<file path="src/hdl/tag_sel_regs.svh">
/*
 * Constants of the tag-kind selector: character codes of the command
 * telegram, status characters and reset values of the stored kinds.
 * Assumes ASCII text on the serial link, already split into bytes.
 */
`ifndef TAG_SEL_REGS_SVH
`define TAG_SEL_REGS_SVH

// ----------------------------------------------------------------
// telegram characters
// ----------------------------------------------------------------
`define TS_ETX          8'h03
`define TS_CASE_BIT     8'h20
`define TS_CHAR_C       8'h63
`define TS_CHAR_T       8'h74
`define TS_CHAR_X       8'h78
`define TS_CHAR_ZERO    8'h30
`define TS_CHAR_ONE     8'h31
`define TS_CHAR_NINE    8'h39
`define TS_CHAR_SPACE   8'h20

// ----------------------------------------------------------------
// telegram layout: letters, channel, two code digits, checksum
// ----------------------------------------------------------------
`define TS_POS_CMD0     3'h0
`define TS_POS_CMD1     3'h1
`define TS_POS_CHAN     3'h2
`define TS_POS_HI       3'h3
`define TS_POS_LO       3'h4
`define TS_POS_CHK      3'h5
`define TS_POS_DONE     3'h6
`define TS_RESP_LEN     2'h3

// ----------------------------------------------------------------
// status characters and reset values
// ----------------------------------------------------------------
`define TS_ST_OK        8'h30
`define TS_ST_BAD       8'h34
`define TS_KIND_DEFER   16'h3939
`define TS_BLOCK_STD    4'h4
`define TS_BLOCK_WIDE   4'h8

`endif

</file>
<file path="src/hdl/tag_sel_pkg.sv">
/*
 * Types shared by the tag-kind selector modules.
 * Assumes the constants header is compiled alongside.
 */
package tag_sel_pkg;

    typedef logic [15:0] kind_code_type;

    typedef enum logic [1:0] {
        ph_parse,
        ph_apply,
        ph_reply
    } phase_type;

endpackage

</file>
<file path="src/hdl/tag_kind_if.sv">
/*
 * Carrier between the selector and its kind decoder: a two-character
 * kind code in, the properties of that kind out.
 * Assumes the decoder is purely combinational.
 */
interface tag_kind_if;
    tag_sel_pkg::kind_code_type code;       // two ascii digits, high first
    logic                       supported;  // code names a known kind
    logic                       uid_only;   // generic uid-only selection
    logic                       block8;     // memory in 8-byte blocks
    logic                       uid_flex;   // uid of 4 or 7 bytes
    logic                       defer;      // head default applies

    modport decoder (input code, output supported, uid_only, block8, uid_flex, defer);
    modport user    (output code, input supported, uid_only, block8, uid_flex, defer);
endinterface

</file>
<file path="src/hdl/tag_kind_table.sv">
/*
 * Kind decoder: classifies a two-character kind code.
 * Assumes the code is ascii and may be any value.
 */
`include "tag_sel_regs.svh"

module tag_kind_table (
    tag_kind_if.decoder kind  // code in, properties out
);
    import tag_sel_pkg::*;

    always_comb begin
        kind.supported = 1'b1;
        case (kind.code)
            16'h3032, 16'h3033, 16'h3131, 16'h3132,
            16'h3230, 16'h3231, 16'h3232, 16'h3233, 16'h3234,
            16'h3331, 16'h3333, 16'h3334, 16'h3335,
            16'h3430, 16'h3431, 16'h3432, 16'h3433,
            16'h3530, 16'h3532,
            16'h3732, 16'h3733, 16'h3734, 16'h3735, 16'h3736,
            16'h3830, 16'h3939: kind.supported = 1'b1;
            default: kind.supported = 1'b0;
        endcase
    end

    // generic uid read
    assign kind.uid_only = (kind.code == 16'h3230);
    // 8-byte block kind
    assign kind.block8   = (kind.code == 16'h3333);
    // 4 or 7 byte uid
    assign kind.uid_flex = (kind.code == 16'h3430) || (kind.code == 16'h3432) || (kind.code == 16'h3433);
    // defer to head
    assign kind.defer    = (kind.code == `TS_KIND_DEFER);

endmodule // tag_kind_table

</file>
<file path="src/hdl/rfid_tag_type_selector.sv">
/*
 * Tag-kind selector: parses the kind-choose telegram from the host byte
 * stream, keeps one kind per head channel, mirrors every change to the
 * non-volatile store and answers with status, channel, checksum, end.
 * Assumes: byte stream synchronous to clk_sys; the non-volatile store
 * takes one write per pulse and presents its content at power-up.
 */
`include "tag_sel_regs.svh"

// Contract
// choose command sets one head's kind, then replies status, channel, checksum, end
// every chosen kind is written to the non-volatile store
// code 20 is a generic selection reading only the 8-byte uid
// the 8-byte-block kind moves data in 8-byte units, not 4
// host gives even block count of 8-byte blocks, at most seven
// host gives a contiguous start address for word commands on that kind
// code 99 imposes nothing; the head's own default kind applies
// factory default for every channel is code 99
// channel character x applies the command to all channels
// 14443A kinds with varying uid accept 4 or 7 byte identifiers
// host should fix one kind permanently where a plant uses only one
// command letters in either case; no spaces allowed in parameters
// unsupported kind code gives error status, stored kinds unchanged
module rfid_tag_type_selector #(
    parameter int NUM_CH = 4
) (
    input  wire logic                                   clk_sys,        // system clock, 50 MHz
    input  wire logic                                   reset_n,        // asynchronous reset
    input  wire logic                                   ce,             // clock enable, freezes all state except the reset release
    input  wire logic                                   rx_valid,       // host byte present
    input  wire logic [7:0]                             rx_data,        // host byte
    output      logic                                   rx_ready,       // host byte taken
    output      logic                                   tx_valid,       // reply byte present
    output      logic [7:0]                             tx_data,        // reply byte
    input  wire logic                                   tx_ready,       // reply byte taken
    input  wire logic                                   factory_reset,  // restore factory kinds
    input  wire tag_sel_pkg::kind_code_type [NUM_CH-1:0] nv_load_kind,  // stored kinds at power-up
    output      logic                                   nv_wr_valid,    // store write pulse
    output      logic [NUM_CH-1:0]                      nv_wr_mask,     // channels written
    output      tag_sel_pkg::kind_code_type             nv_wr_kind,     // kind written
    output      tag_sel_pkg::kind_code_type [NUM_CH-1:0] head_kind,     // kind per head
    output      logic [NUM_CH-1:0]                      head_defer,     // head keeps own default
    output      logic [NUM_CH-1:0]                      head_uid_only,  // uid read only
    output      logic [NUM_CH-1:0]                      head_uid_flex,  // 4 or 7 byte uid
    output      logic [NUM_CH-1:0][3:0]                 head_block_bytes // bytes per memory block
);
    import tag_sel_pkg::*;

    // ----------------------------------------------------------------
    // elaboration checks
    // ----------------------------------------------------------------
    // channel digits are single characters '1'..'9'
    if (NUM_CH < 1 || NUM_CH > 9) begin : g_bad_num_ch
        $error("NUM_CH must lie between 1 and 9");
    end

    // ----------------------------------------------------------------
    // reset release
    // ----------------------------------------------------------------
    logic [1:0] rst_sync_r;
    logic       rst_n;

    always_ff @(posedge clk_sys or negedge reset_n) begin
        if (!reset_n) begin
            rst_sync_r <= 2'b00;
        end else begin
            rst_sync_r <= {rst_sync_r[0], 1'b1};
        end
    end
    assign rst_n = rst_sync_r[1];

    // ----------------------------------------------------------------
    // state
    // ----------------------------------------------------------------
    typedef struct packed {
        phase_type                    phase;
        logic                         loaded;
        logic [2:0]                   pos;
        logic                         err;
        logic [7:0]                   chan;
        kind_code_type                cand;
        logic [7:0]                   status;
        logic [1:0]                   ridx;
        logic [7:0]                   tx;
        logic                         nv_wr;
        logic [NUM_CH-1:0]            nv_mask;
        kind_code_type                nv_kind;
        kind_code_type [NUM_CH-1:0]   kind;
    } state_type;

    state_type st_r;
    state_type st_nxt;

    // ----------------------------------------------------------------
    // kind decoding
    // ----------------------------------------------------------------
    tag_kind_if cand_if ();
    tag_kind_table u_cand_table (
        .kind (cand_if)
    );
    assign cand_if.code = st_r.cand;

    for (genvar ch = 0; ch < NUM_CH; ch++) begin : g_head
        tag_kind_if head_if ();
        tag_kind_table u_head_table (
            .kind (head_if)
        );
        assign head_if.code         = st_r.kind[ch];
        assign head_defer[ch]       = head_if.defer;
        assign head_uid_only[ch]    = head_if.uid_only;
        assign head_uid_flex[ch]    = head_if.uid_flex;
        // block size follows kind
        assign head_block_bytes[ch] = head_if.block8 ? `TS_BLOCK_WIDE : `TS_BLOCK_STD;
    end

    // ----------------------------------------------------------------
    // helpers
    // ----------------------------------------------------------------
    logic [7:0]        rx_lc;
    logic              rx_digit;
    logic              chan_all;
    logic [NUM_CH-1:0] chan_mask;
    logic [7:0]        chk_sum;

    // fold letters to lower case
    assign rx_lc    = rx_data | `TS_CASE_BIT;
    assign rx_digit = (rx_data >= `TS_CHAR_ZERO) && (rx_data <= `TS_CHAR_NINE);
    // x reaches every channel
    assign chan_all = ((st_r.chan | `TS_CASE_BIT) == `TS_CHAR_X);
    assign chk_sum  = st_r.status + st_r.chan;

    always_comb begin
        chan_mask = '0;
        for (int i = 0; i < NUM_CH; i++) begin
            if (chan_all || (st_r.chan == (`TS_CHAR_ONE + 8'(i)))) begin
                chan_mask[i] = 1'b1;
            end
        end
    end

    // ----------------------------------------------------------------
    // next state
    // ----------------------------------------------------------------
    always_comb begin
        st_nxt       = st_r;
        st_nxt.nv_wr = 1'b0;
        rx_ready     = ce && (st_r.phase == ph_parse) && st_r.loaded;

        if (!st_r.loaded) begin
            // contents of the store become active at power-up
            st_nxt.loaded = 1'b1;
            st_nxt.kind   = nv_load_kind;
        end else if (factory_reset) begin
            // all heads back to deferral
            for (int i = 0; i < NUM_CH; i++) begin
                st_nxt.kind[i] = `TS_KIND_DEFER;
            end
            st_nxt.nv_wr   = 1'b1;
            st_nxt.nv_mask = '1;
            st_nxt.nv_kind = `TS_KIND_DEFER;
            st_nxt.phase   = ph_parse;
            st_nxt.pos     = `TS_POS_CMD0;
            st_nxt.err     = 1'b0;
        end else begin
            case (st_r.phase)
                ph_parse: begin
                    if (rx_valid) begin
                        if (rx_data == `TS_ETX) begin
                            st_nxt.phase = ph_apply;
                            if (st_r.pos != `TS_POS_DONE) begin
                                st_nxt.err = 1'b1;
                            end
                        end else begin
                            if (st_r.pos != `TS_POS_DONE) begin
                                st_nxt.pos = st_r.pos + 3'h1;
                            end
                            case (st_r.pos)
                                `TS_POS_CMD0: begin
                                    // either case accepted
                                    if (rx_lc != `TS_CHAR_C) begin
                                        st_nxt.err = 1'b1;
                                    end
                                end
                                `TS_POS_CMD1: begin
                                    if (rx_lc != `TS_CHAR_T) begin
                                        st_nxt.err = 1'b1;
                                    end
                                end
                                `TS_POS_CHAN: begin
                                    st_nxt.chan = rx_data;
                                    // no space in parameters
                                    if (rx_data == `TS_CHAR_SPACE) begin
                                        st_nxt.err = 1'b1;
                                    end
                                end
                                `TS_POS_HI: begin
                                    st_nxt.cand[15:8] = rx_data;
                                    if (!rx_digit) begin
                                        st_nxt.err = 1'b1;
                                    end
                                end
                                `TS_POS_LO: begin
                                    st_nxt.cand[7:0] = rx_data;
                                    if (!rx_digit) begin
                                        st_nxt.err = 1'b1;
                                    end
                                end
                                `TS_POS_CHK: begin
                                    // checksum character is taken but not verified
                                end
                                default: begin
                                    st_nxt.err = 1'b1;
                                end
                            endcase
                        end
                    end
                end

                ph_apply: begin
                    st_nxt.phase = ph_reply;
                    st_nxt.ridx  = 2'h0;
                    // unknown kind or channel leaves kinds alone
                    if (st_r.err || !cand_if.supported || (chan_mask == '0)) begin
                        st_nxt.status = `TS_ST_BAD;
                    end else begin
                        st_nxt.status = `TS_ST_OK;
                        // set selected heads
                        for (int i = 0; i < NUM_CH; i++) begin
                            if (chan_mask[i]) begin
                                st_nxt.kind[i] = st_r.cand;
                            end
                        end
                        // mirror into the store
                        st_nxt.nv_wr   = 1'b1;
                        st_nxt.nv_mask = chan_mask;
                        st_nxt.nv_kind = st_r.cand;
                    end
                    st_nxt.tx = st_nxt.status;
                end

                ph_reply: begin
                    // status, channel, checksum, end
                    if (tx_ready) begin
                        st_nxt.ridx = st_r.ridx + 2'h1;
                        case (st_r.ridx)
                            2'h0: st_nxt.tx = st_r.chan;
                            2'h1: st_nxt.tx = chk_sum;
                            2'h2: st_nxt.tx = `TS_ETX;
                            default: st_nxt.tx = st_r.tx;
                        endcase
                        if (st_r.ridx == `TS_RESP_LEN) begin
                            st_nxt.phase = ph_parse;
                            st_nxt.pos   = `TS_POS_CMD0;
                            st_nxt.err   = 1'b0;
                        end
                    end
                end

                default: begin
                    st_nxt.phase = ph_parse;
                end
            endcase
        end
    end

    // ----------------------------------------------------------------
    // registers
    // ----------------------------------------------------------------
    always_ff @(posedge clk_sys or negedge rst_n) begin
        if (!rst_n) begin
            st_r.phase   <= ph_parse;
            st_r.loaded  <= 1'b0;
            st_r.pos     <= `TS_POS_CMD0;
            st_r.err     <= 1'b0;
            st_r.chan    <= 8'h00;
            st_r.cand    <= 16'h0000;
            st_r.status  <= 8'h00;
            st_r.ridx    <= 2'h0;
            st_r.tx      <= 8'h00;
            st_r.nv_wr   <= 1'b0;
            st_r.nv_mask <= '0;
            st_r.nv_kind <= 16'h0000;
            for (int i = 0; i < NUM_CH; i++) begin
                // factory default kind
                st_r.kind[i] <= `TS_KIND_DEFER;
            end
        end else if (ce) begin
            st_r <= st_nxt;
        end
    end

    // ----------------------------------------------------------------
    // outputs
    // ----------------------------------------------------------------
    assign tx_valid    = (st_r.phase == ph_reply) && st_r.loaded;
    assign tx_data     = st_r.tx;
    // gated with ce so a frozen cycle does not repeat the write
    assign nv_wr_valid = st_r.nv_wr && ce;
    assign nv_wr_mask  = st_r.nv_mask;
    assign nv_wr_kind  = st_r.nv_kind;
    // code 99 passed on and flagged as deferral
    assign head_kind   = st_r.kind;

endmodule // rfid_tag_type_selector

</file>
<file path="config.mk">
export PLATFORM = sky130hd
export DESIGN_NAME = rfid_tag_type_selector
export DESIGN_NICKNAME = d
export VERILOG_FILES = /design/src/hdl/tag_sel_pkg.sv /design/src/hdl/tag_kind_if.sv /design/src/hdl/tag_kind_table.sv /design/src/hdl/rfid_tag_type_selector.sv
export VERILOG_INCLUDE_DIRS = /design/src /design/src/hdl
export SDC_FILE = /design/constraint.sdc
export NUM_CORES = 1
export LEC_CHECK = 0
export ABC_AREA = 1
export BUFFER_PORTS_ARGS = -buffer_cell sky130_fd_sc_hd__buf_2
export CAP_MARGIN = 20
export CORE_AREA = 2 2 91 181
export DETAILED_ROUTE_END_ITERATION = 10
export DIE_AREA = 0 0 93 183
export GPL_TIMING_DRIVEN = 0
export PLACE_DENSITY = 0.78
export REMOVE_ABC_BUFFERS = 1
export SYNTH_ARGS = -nofsm -noshare
export SYNTH_HDL_FRONTEND = slang
export SYNTH_SLANG_ARGS = --single-unit
</file>
<file path="constraint.sdc">
create_clock -name clk_sys -period 8.75 [get_ports clk_sys]
set_input_delay 0 -clock clk_sys [delete_from_list [all_inputs] [get_ports clk_sys]]
set_output_delay 0 -clock clk_sys [all_outputs]
set_load 0.02 [all_outputs]
</file>
Word-level counts from Yosys, hierarchy flattened
Index checks and enable logic that the tools add are counted.
{"block": "totals", "ff_bits": 133, "in_bits": 78, "out_inout_bits": 123, "word_cells": 205}
{"block": "op_classes", "n_addsub": 3, "n_lt_le_gt_ge": 2, "n_eq_ne": 91, "n_mux": 46, "bitwise": 2, "reduce_logical": 43}
{"op": "16-bit by 14-bit equality test with 1-bit output (second input constant)", "count": 50}
{"op": "85-bit two-way mux", "count": 3}
{"op": "16-bit two-way mux", "count": 4}
{"op": "64-bit two-way mux", "count": 1}
{"op": "8-bit by 6-bit equality test with 1-bit output (second input constant)", "count": 5}
{"op": "28-bit two-way mux", "count": 1}
{"op": "4-bit two-way mux", "count": 7}
{"op": "26-bit OR reduction", "count": 1}
{"op": "24-bit two-way mux", "count": 1}
{"op": "8-bit two-way mux", "count": 3}
{"op": "8-bit one-hot mux with 3 select lines", "count": 1}
{"op": "4-bit AND reduction", "count": 6}
{"op": "21-bit two-way mux", "count": 1}
{"op": "3-bit by 2-bit inequality test with 1-bit output (second input constant)", "count": 7}
{"op": "7-bit AND reduction", "count": 3}
{"op": "10-bit one-hot mux with 2 select lines", "count": 1}
{"op": "3-bit inequality test (second input constant)", "count": 6}
{"op": "5-bit inequality test (second input constant)", "count": 3}
{"op": "1-bit logical OR", "count": 14}
{"op": "7-bit by 6-bit inequality test with 1-bit output (second input constant)", "count": 2}
{"op": "12-bit AND reduction", "count": 1}
{"op": "6-bit AND reduction", "count": 2}
{"op": "1-bit two-way mux", "count": 11}
{"op": "10-bit two-way mux", "count": 1}
{"op": "33 further kinds", "count": 52}

Logic depth before layout (Yosys ltp)
Gate-level depths: netlist (run 1).
{"block": "depth", "ltp_word": 10, "ltp_mapped": 17, "depth_no_buf": 15}

Modules after synthesis
Synthesis (run 1) repeated with hierarchy kept, for this count alone.
{"block": "unflattened", "cells_unflattened": 1574, "area_unflattened_um2": 10052.1}
{"mod": "rfid_tag_type_selector", "n_inst": 1, "cells_each": 964, "area_each_um2": 7512.2, "seq_area_each_um2": 3293.2}
{"mod": "tag_kind_table (g_head[0].u_head_table ...)", "n_inst": 4, "cells_each": 125, "area_each_um2": 508.0, "seq_area_each_um2": 0.0}
{"mod": "tag_kind_table (u_cand_table)", "n_inst": 1, "cells_each": 110, "area_each_um2": 508.0, "seq_area_each_um2": 0.0}

Worst setup path after synthesis (run 1)
No wires, ideal clock.
{"block": "synth_path", "kind": "register to register", "start": "reg st_r, in the netlist cand_if.code[3]", "end": "reg st_r, in the netlist nv_wr_mask[3]", "setup_ns": 0.116, "t_arrival_ns": 1.788, "t_required_ns": 8.634, "setup_slack_ns": 6.846, "path_stages_with_launch": 15, "path_buffers": 2, "synth_period_minus_slack_ns": 1.904, "path_cell_list": "dfrtp_1 > nor2_4 > nand2_1 > nor2_2 > nand2_1 > nand2_1 > nand2_1 > nand3_4 > nand3_4 > nand2_4 > nand3_2 > buf_6 > buf_8 > nand2_1 > nand2_1"}
{"block": "synth_via", "elab_chain_len": 8, "word_cells_on_any_way": 33, "cone_classes": "eq/ne: 27; mux: 1; reduce/logical: 5"}
{"element": "start, declared", "line_no": "rfid_tag_type_selector.sv:91", "source": "state_type st_r;"}
{"element": "start signal, assigned", "line_no": "rfid_tag_type_selector.sv:288", "source": "st_r <= st_nxt;"}
{"element": "16-bit by 14-bit equality test with 1-bit output, on equally long branches"}
{"element": "26-bit OR reduction (*)", "line_no": "tag_kind_table.sv:14", "source": "case (kind.code)"}
{"element": "1-bit two-way mux (*)", "line_no": "tag_kind_table.sv:14"}
{"element": "1-bit logical NOT (*)", "line_no": "rfid_tag_type_selector.sv:223", "source": "if (st_r.err || !cand_if.supported || (chan_mask == '0)) begin"}
{"element": "1-bit logical OR (*) (2 in series)", "line_no": "rfid_tag_type_selector.sv:223"}
{"element": "2-bit inequality test (no line) (*)"}
{"element": "4-bit AND reduction (no line) (*)"}
Mark *: on every way between the ends. The rest lies on a longest branch, timed or not.
A chain may end at the register's enable or synchronous reset.

Worst setup path after layout (run 1)
{"block": "layout_path", "start": "reg st_r, in the netlist cand_if.code[6]", "end": "reg st_r, in the netlist g_head[3].head_if.code[4]"}
{"block": "layout_via", "elab_chain_len": 8, "word_cells_on_any_way": 33, "cone_classes": "eq/ne: 27; mux: 1; reduce/logical: 5"}
{"element": "16-bit by 14-bit equality test with 1-bit output, on equally long branches"}
{"element": "26-bit OR reduction (*)", "line_no": "tag_kind_table.sv:14"}
{"element": "1-bit two-way mux (*)", "line_no": "tag_kind_table.sv:14"}
{"element": "1-bit logical NOT (*)", "line_no": "rfid_tag_type_selector.sv:223"}
{"element": "1-bit logical OR (*) (2 in series)", "line_no": "rfid_tag_type_selector.sv:223"}
{"element": "3-bit inequality test (no line) (*)"}
{"element": "4-bit AND reduction (no line) (*)"}
Marked as above.

==> impl_metrics.csv, run 1 <==
group,metric,value,unit
global_routing,antenna_found_initial,0,
setup_path,cp_max_fo,21,
sta,timing.hold.ws,49.4,ps
yosys,syn_area,8160,um2
pwr,p_per_area,201,nW/um2
setup_path,crit_path_frequent_cell,"nand2_1",
yosys,synthArstFlopShare,100,%
detailed_routing,antenna_left,0,
clock_tree,cts_tree,"yes",
detailed_routing,vias,7657,
sta,setup_tns,0,ps
global_routing,grt_pass1_vias,7641,
clock_tree,cts_num_sinks,130,
setup_path,arrival,3340,ps
sta,finalCriticalPeriod,2990,ps
setup_path,critPathRequiredTime,9100,ps
floorplan,die_area,17000,um2
finish,drive_above_1_share,23.8,%
clock_tree,cts_setup_buffers,0,
setup_path,crit_chain,"nor2_2 -> nand2_1 -> inv_1 -> nand3_1 -> nand2_1 -> nand2_1 -> nand3_4 -> nand3_4 -> nand2_2 -> nand3_1 -> inv_2 -> nand2_1 -> nand2_1",
yosys,synthDistinctLibCells,45,
finish,multi_input_area,3460,um2
floorplan,die_h,183,um
setup_path,slowest_delay,620,ps
setup_path,critPathKind,"flip-flop to flip-flop",
flow_run,cap_violations,0,
yosys,synth_edf_count,0,
setup_path,cp-start-kind,"flip-flop",
pwr,pwr-share-comb,25.3,%
floorplan,die_w,93,um
clock_tree,cts_buffers,17,
detailed_routing,wl_per_cell,15.2,um
global_routing,grt-ovfl-total,0,
yosys,synth_area_per_cell,7.27,um2
pwr,clkPwrFrac,35.3,%
yosys,ys_ff_latch,130,
clock_tree,post_cts_resized,0,
floorplan,initial_utilization,52.3,%
yosys,synth_top_cell_by_area,"dfrtp_1",
sta,setup_viol,0,
finish,nFillCells,1339,
pwr,ir_drop,0.138,mV
setup_path,cp-end-kind,"flip-flop",
setup_path,cp_slowest_cell,"nand3_1",
yosys,yosysWarnings,0,
yosys,synth_common_cells,"nand2_1, buf_4, dfrtp_1",
detailed_routing,dr.pass1.iters,5,
detailed_routing,via_per_inst,5.15,
pwr,p_sw,0.673,mW
finish,syn_to_final_growth,19.9,%
outcome,status,"completed",
yosys,synth_top_area_share,30.1,%
setup_path,startpoint,"cand_if.code[6]",
pwr,p_sw_share,34.3,%
sta,period_share,34.2,%
global_routing,grt_pass1_wl,37.5,mm
pwr,p_int,1.29,mW
detailed_routing,wl,22.6,mm
clock_tree,ctsRootBufferMaster,"clkbuf_16",
yosys,ys.flop_type,"dfrtp_1",
min_path,hold_path.class,"input pin to flip-flop",
floorplan,num_rows,65,
sta,grt_setup_unrepaired,"no",
clock_tree,cts_max_level,4,
clock_tree,clkSlewWorstSetupHoldPaths,60,ps
yosys,yosys.cell_count.top_type,"nand2_1",
sta,hold_viol,0,
sta,fmax,0.334,GHz
detailed_routing,drc,0,
sta,slew_headroom,40.8,%
finish,nets,1368,
pwr,sequentialPowerShare,39.4,%
placed_design,hpwl,15.4,mm
sta,drv_slew,0,
clock_tree,cts.path.max_buffers,2,
clock_tree,insertion_delay,410,ps
detailed_routing,drtIter0Drc,494,
yosys,synth_seq_area_share,40.4,%
finish,final_util,62.7,%
finish,register_area,3300,um2
global_routing,grt_max_degree,67,
placed_design,portBuffers,192,
finish,diodes,0,
setup_path,r2r_start,"cand_if.code[6]",
floorplan,io_pins,201,
yosys,synthCells,1123,
sta,worst_pin_slew,885,ps
yosys,ys_top_cells_by_area,"dfrtp_1, nand2_1, buf_4",
placed_design,gp_congestion,0.982,
min_path,min_from,"tx_ready",
floorplan,core,15600,um2
pwr,p_leak,5.04,nW
sta,final.setup_skew,8.68,ps
global_routing,grtUsageTotal,27.3,%
area by class of cell:
| type | count | share of cell area (%) |
|---|---|---|
| Inverter | 108 | 4.14 |
| Clock inverter | 13 | 1.42 |
| Clock buffer | 19 | 4.42 |
| Timing Repair Buffer | 271 | 18.4 |
| Tap cell | 201 | 2.57 |
| Multi-Input combinational cell | 745 | 35.4 |
| Sequential cell | 130 | 33.7 |
placed cells by master (no fill, tap or decap), drive strengths merged, types with 3 or more instances in the layout:
cell type | netlist | routed
nand2 | 404 | 404
buf | 132 | 195
inv | 108 | 109
dfrtp | 98 | 98
o21ai | 90 | 90
nor2 | 79 | 79
dlygate4sd3 | 0 | 76
nand3 | 46 | 46
dfstp | 32 | 32
a21oi | 23 | 23
clkbuf | 15 | 19
ha | 17 | 17
nand4 | 16 | 16
nor3 | 15 | 15
nor4 | 14 | 14
conb | 2 | 9
or2 | 9 | 9
clkinvlp | 0 | 5
clkinv | 0 | 5
nor4b | 3 | 3
a31oi | 3 | 3
sequential cells by signal, indices dropped and copies added (netlist names):
name and cells:
g_head.head_if.code 64, st_r 20, cand_if.code 16, nv_wr_kind 16, tx_data 8, nv_wr_mask 4
rst_sync_r 2
critical path, delay by kind of cell, from the launching register on:
| kind | cells | cell delay, ps |
|---|---|---|
| DFF | 1 | 390 |
| buffers and inverters | 2 | 660 |
| and+or+nand+nor | 11 | 1870 |
timing repair:
| item | CTS | global route |
|---|---|---|
| hold buffers | 76 | 0 |
| endpoints found under the hold margin | 92 | 0 |
| endpoints found under the setup margin | 0 | 0 |
stage by stage:
step | std cells | setup WS, ps | power, mW | instance area [um2]
CTS | 1487 | 5740 | 1.96 | 9780
global placement | 1376 | 3460 | 1.22 | 8370
detailed placement | 1379 | 5790 | 1.24 | 8450
global route | 1487 | 5420 | 2.07 | 9780
floorplan | 983 | 4920 | 1.07 | 7160
finish | 1487 | 5760 | 1.96 | 9780
path summary, 6_finish.rpt:
kind                                                   to  slack (ps)  cells past startpoint
worst max register to register  g_head[3].head_if.code[4]        5760                     13
max in group asynchronous       g_head[2].head_if.code[4]        7640                      2
worst min register to register  g_head[1].head_if.code[6]         190                      0
worst max-delay path            g_head[3].head_if.code[4]        5760                     13
min in group asynchronous       g_head[1].head_if.code[6]         190                      0
worst min-delay path                             st_r[93]          50                      5
power groups by stage:
stage                     logic [mW]  registers (mW)  clock network, mW
after floorplan                0.246           0.829                  0
after global placement         0.435           0.787                  0
after detailed placement       0.459           0.780                  0
after CTS                      0.490           0.772              0.703
after global routing           0.554           0.784              0.734
final                          0.497           0.773              0.692
metal layers:
layer  track usage, %  wire (um)
met1             34.1       9140
met2             47.0      11400
met3             5.30       1560
met4             9.29        584
met5                0          0
cell families after synthesis:
kind of cell,count (synthesis),synth area share [%]
fa+ha+maj,17,2.61
flops,130,40.4
compound gates,126,8.54
mux,1,0.138
simple gates,592,30.7
other cells,2,0.0920
buf+inv,255,17.5
Power figures use the tool's default switching activity.
==> run 2, diff against run 1 <==
Settings changed: CORE_AREA 2 2 91 181 to 2 2 95 188, DIE_AREA 0 0 93 183 to 0 0 97 190, PLACE_DENSITY 0.78 to 0.76.
Clock period 8.75 ns to 2.6 ns, I/O delays scaled along.
==> run 2 against run 1 <==
Flip-flop and latch count unchanged. Combinational power increased to 3.3 times the previous value. Final cell count increased by 0.47%.
==> impl_metrics.csv, run 2 (synthesis results as in run 1) <==
group,metric,value,unit
setup_path,r2r_end,"g_head[2].head_if.code[10]",
sta,setup_tns,0,ps
pwr,power.total,6.63,mW
setup_path,r2r_cells,13,
pwr,pwr-share-comb,25.0,%
setup_path,cp-start-kind,"flip-flop",
setup_path,cp_slowest_cell,"dfrtp_1",
placed_design,place_area,8440,um2
finish,final_common_cell,"nand2_1",
detailed_routing,via_per_inst,5.12,
floorplan,initial_utilization,47.7,%
setup_path,endpoint,"g_head[2].head_if.code[10]",
finish,largest_register_ffs,64,
detailed_routing,drc,0,
detailed_routing,dr.pass1.iters,5,
sta,timing.hold.ws,31.3,ps
setup_path,cp_max_fo,21,
pwr,p_sw_share,34.0,%
setup_path,rrSetupSlack,150,ps
pwr,clkPwrFrac,35.3,%
floorplan,num_rows,68,
global_routing,grt_max_degree,73,
flow_run,cap_violations,0,
outcome,status,"completed",
detailed_routing,drtIter0Drc,419,
global_routing,grtUsageTotal,24.6,%
global_routing,grt-ovfl-total,0,
clock_tree,cts_tree,"yes",
floorplan,die_w,97,um
setup_path,arrival,2800,ps
sta,grt_setup_unrepaired,"yes",
clock_tree,ctsRootBufferMaster,"clkbuf_16",
min_path,hold_path.class,"input pin to flip-flop",
setup_path,crit_path_frequent_cell,"nand2_1",
setup_path,critPathBufInv,1,
setup_path,crit_cells,13,
sta,slew_headroom,35.1,%
pwr,p_sw,2.26,mW
setup_path,crit_chain,"nor2_4 -> nand2_1 -> nor2_2 -> nand2_1 -> nand2_1 -> nand2_1 -> nand3_4 -> nand3_4 -> nand2_2 -> nand3_4 -> inv_4 -> nand2_1 -> nand2_1",
clock_tree,cts_max_level,4,
clock_tree,cts.path.max_buffers,2,
setup_path,critPathRequiredTime,2950,ps
detailed_routing,wl,22.8,mm
clock_tree,clkSlewWorstSetupHoldPaths,50,ps
floorplan,die_area,18400,um2
finish,final_util,57.7,%
finish,nFillCells,1550,
placed_design,portBuffers,192,
pwr,p_leak,5.04,nW
floorplan,io_pins,201,
setup_path,critPathKind,"flip-flop to flip-flop",
finish,nets,1366,
detailed_routing,wl_per_cell,15.3,um
global_routing,grt_pass1_wl,37.3,mm
sta,finalCriticalPeriod,2450,ps
clock_tree,cts_num_sinks,130,
sta,fmax,0.407,GHz
global_routing,grt_pass1_vias,7588,
placed_design,hpwl,15.7,mm
sta,worst_pin_slew,974,ps
floorplan,core,17100,um2
finish,final_cell_mix,"nand2_1, buf_2, dfrtp_1, inv_1, dlygate4sd3_1",
setup_path,r2r_start,"cand_if.code[3]",
pwr,p_int,4.37,mW
finish,syn_to_final_growth,21.0,%
pwr,ir_drop,0.442,mV
sta,drv_slew,0,
setup_path,slowest_delay,490,ps
detailed_routing,vias,7653,
finish,drive_above_1_share,24.5,%
pwr,sequentialPowerShare,39.7,%
global_routing,antenna_found_initial,0,
setup_path,cpLargestDelayFamily,"simple AND/OR/NAND/NOR gates",
clock_tree,cts_buffers,17,
sta,final.setup_skew,10.2,ps
setup_path,cp-end-kind,"flip-flop",
floorplan,die_h,190,um
min_path,min_from,"rx_valid",
sta,setup_viol,0,
placed_design,gp_congestion,0.877,
pwr,p_per_area,671,nW/um2
detailed_routing,antenna_left,0,
finish,diodes,0,
sta,hold_viol,0,
finish,design_area,9870,um2
clock_tree,insertion_delay,420,ps
setup_path,startpoint,"cand_if.code[3]",
sta,period_share,94.4,%
==> run 2: cell count changes in the layout (fill, tap and decap cells not counted), moves of 3 or more <==
cell / previous run / this run
nand3_4: 2 / 8
clkbuf_8: 0 / 5
inv_2: 18 / 13
nand3_1: 41 / 37
inv_4: 0 / 3
nor2_1: 72 / 69
nor2_2: 5 / 8
==> run 2: what timing repair did <==
item / in CTS / in global routing
buffers inserted: 0 / 0
hold buffers: 75 / 0
endpoints found under the setup margin: 65 / 86
resized for setup: 5 / 22
hold endpoints to repair: 89 / 0
pin swaps: 0 / 2
==> run 2: how the worst min path moves through the flow <==
stage / endpoint / slack (ps) / cells past startpoint
floorplan: rst_sync_r[0] / -300 / 0
global placement: rst_sync_r[0] / -210 / 1
detailed placement: rst_sync_r[0] / -210 / 1
CTS: st_r[127] / 10 / 5
global route: nv_wr_kind[11] / 30 / 3
finish: st_r[127] / 30 / 5
==> run 2: power by group through the flow <==
stage	clock network, mW	registers, mW	logic (mW)
3_3_place_gp	0	2.66	1.46
3_5_place_dp	0	2.65	1.52
2_1_floorplan	0	2.79	0.827
6_report	2.34	2.63	1.66
5_1_grt	2.46	2.67	1.85
4_1_cts	2.37	2.62	1.62
==> run 2: through the flow <==
| step | setup WS, ps | cells |
|---|---|---|
| 2_1_floorplan | -1230 | 983 |
| 3_3_place_gp | -2590 | 1385 |
| 3_5_place_dp | -340 | 1387 |
| 4_1_cts | -39.0 | 1494 |
| 5_1_grt | -10.0 | 1494 |
| 6_report | 146 | 1494 |
==> run 2: metal layers <==
layer  vias to the layer above  track usage, %  wire length, um
met5                         -               0                0
met4                         0            7.15              560
met3                        44            4.74             1630
met2                       304            43.8            11400
met1                      3571            30.3             9180
li1                       3734               -                -
==> run 2: final cells by class <==
| class | count | area [um2] | share of cell area, % |
|---|---|---|---|
| clock buffer | 25 | 505 | 5.12 |
| clock inverter | 7 | 75.1 | 0.760 |
| inverter | 108 | 425 | 4.31 |
| multi-input combinational | 745 | 3540 | 35.9 |
| sequential | 130 | 3300 | 33.4 |
| tap | 210 | 263 | 2.66 |
| timing repair buffer | 269 | 1760 | 17.8 |
==> run 2: worst register-to-register path, delay by kind of cell (launching register included) <==
| kind | cells | cell delay [ps] |
|---|---|---|
| AND/OR/NAND/NOR | 12 | 1680 |
| flip-flops | 1 | 490 |
| buffers and inverters | 1 | 230 |
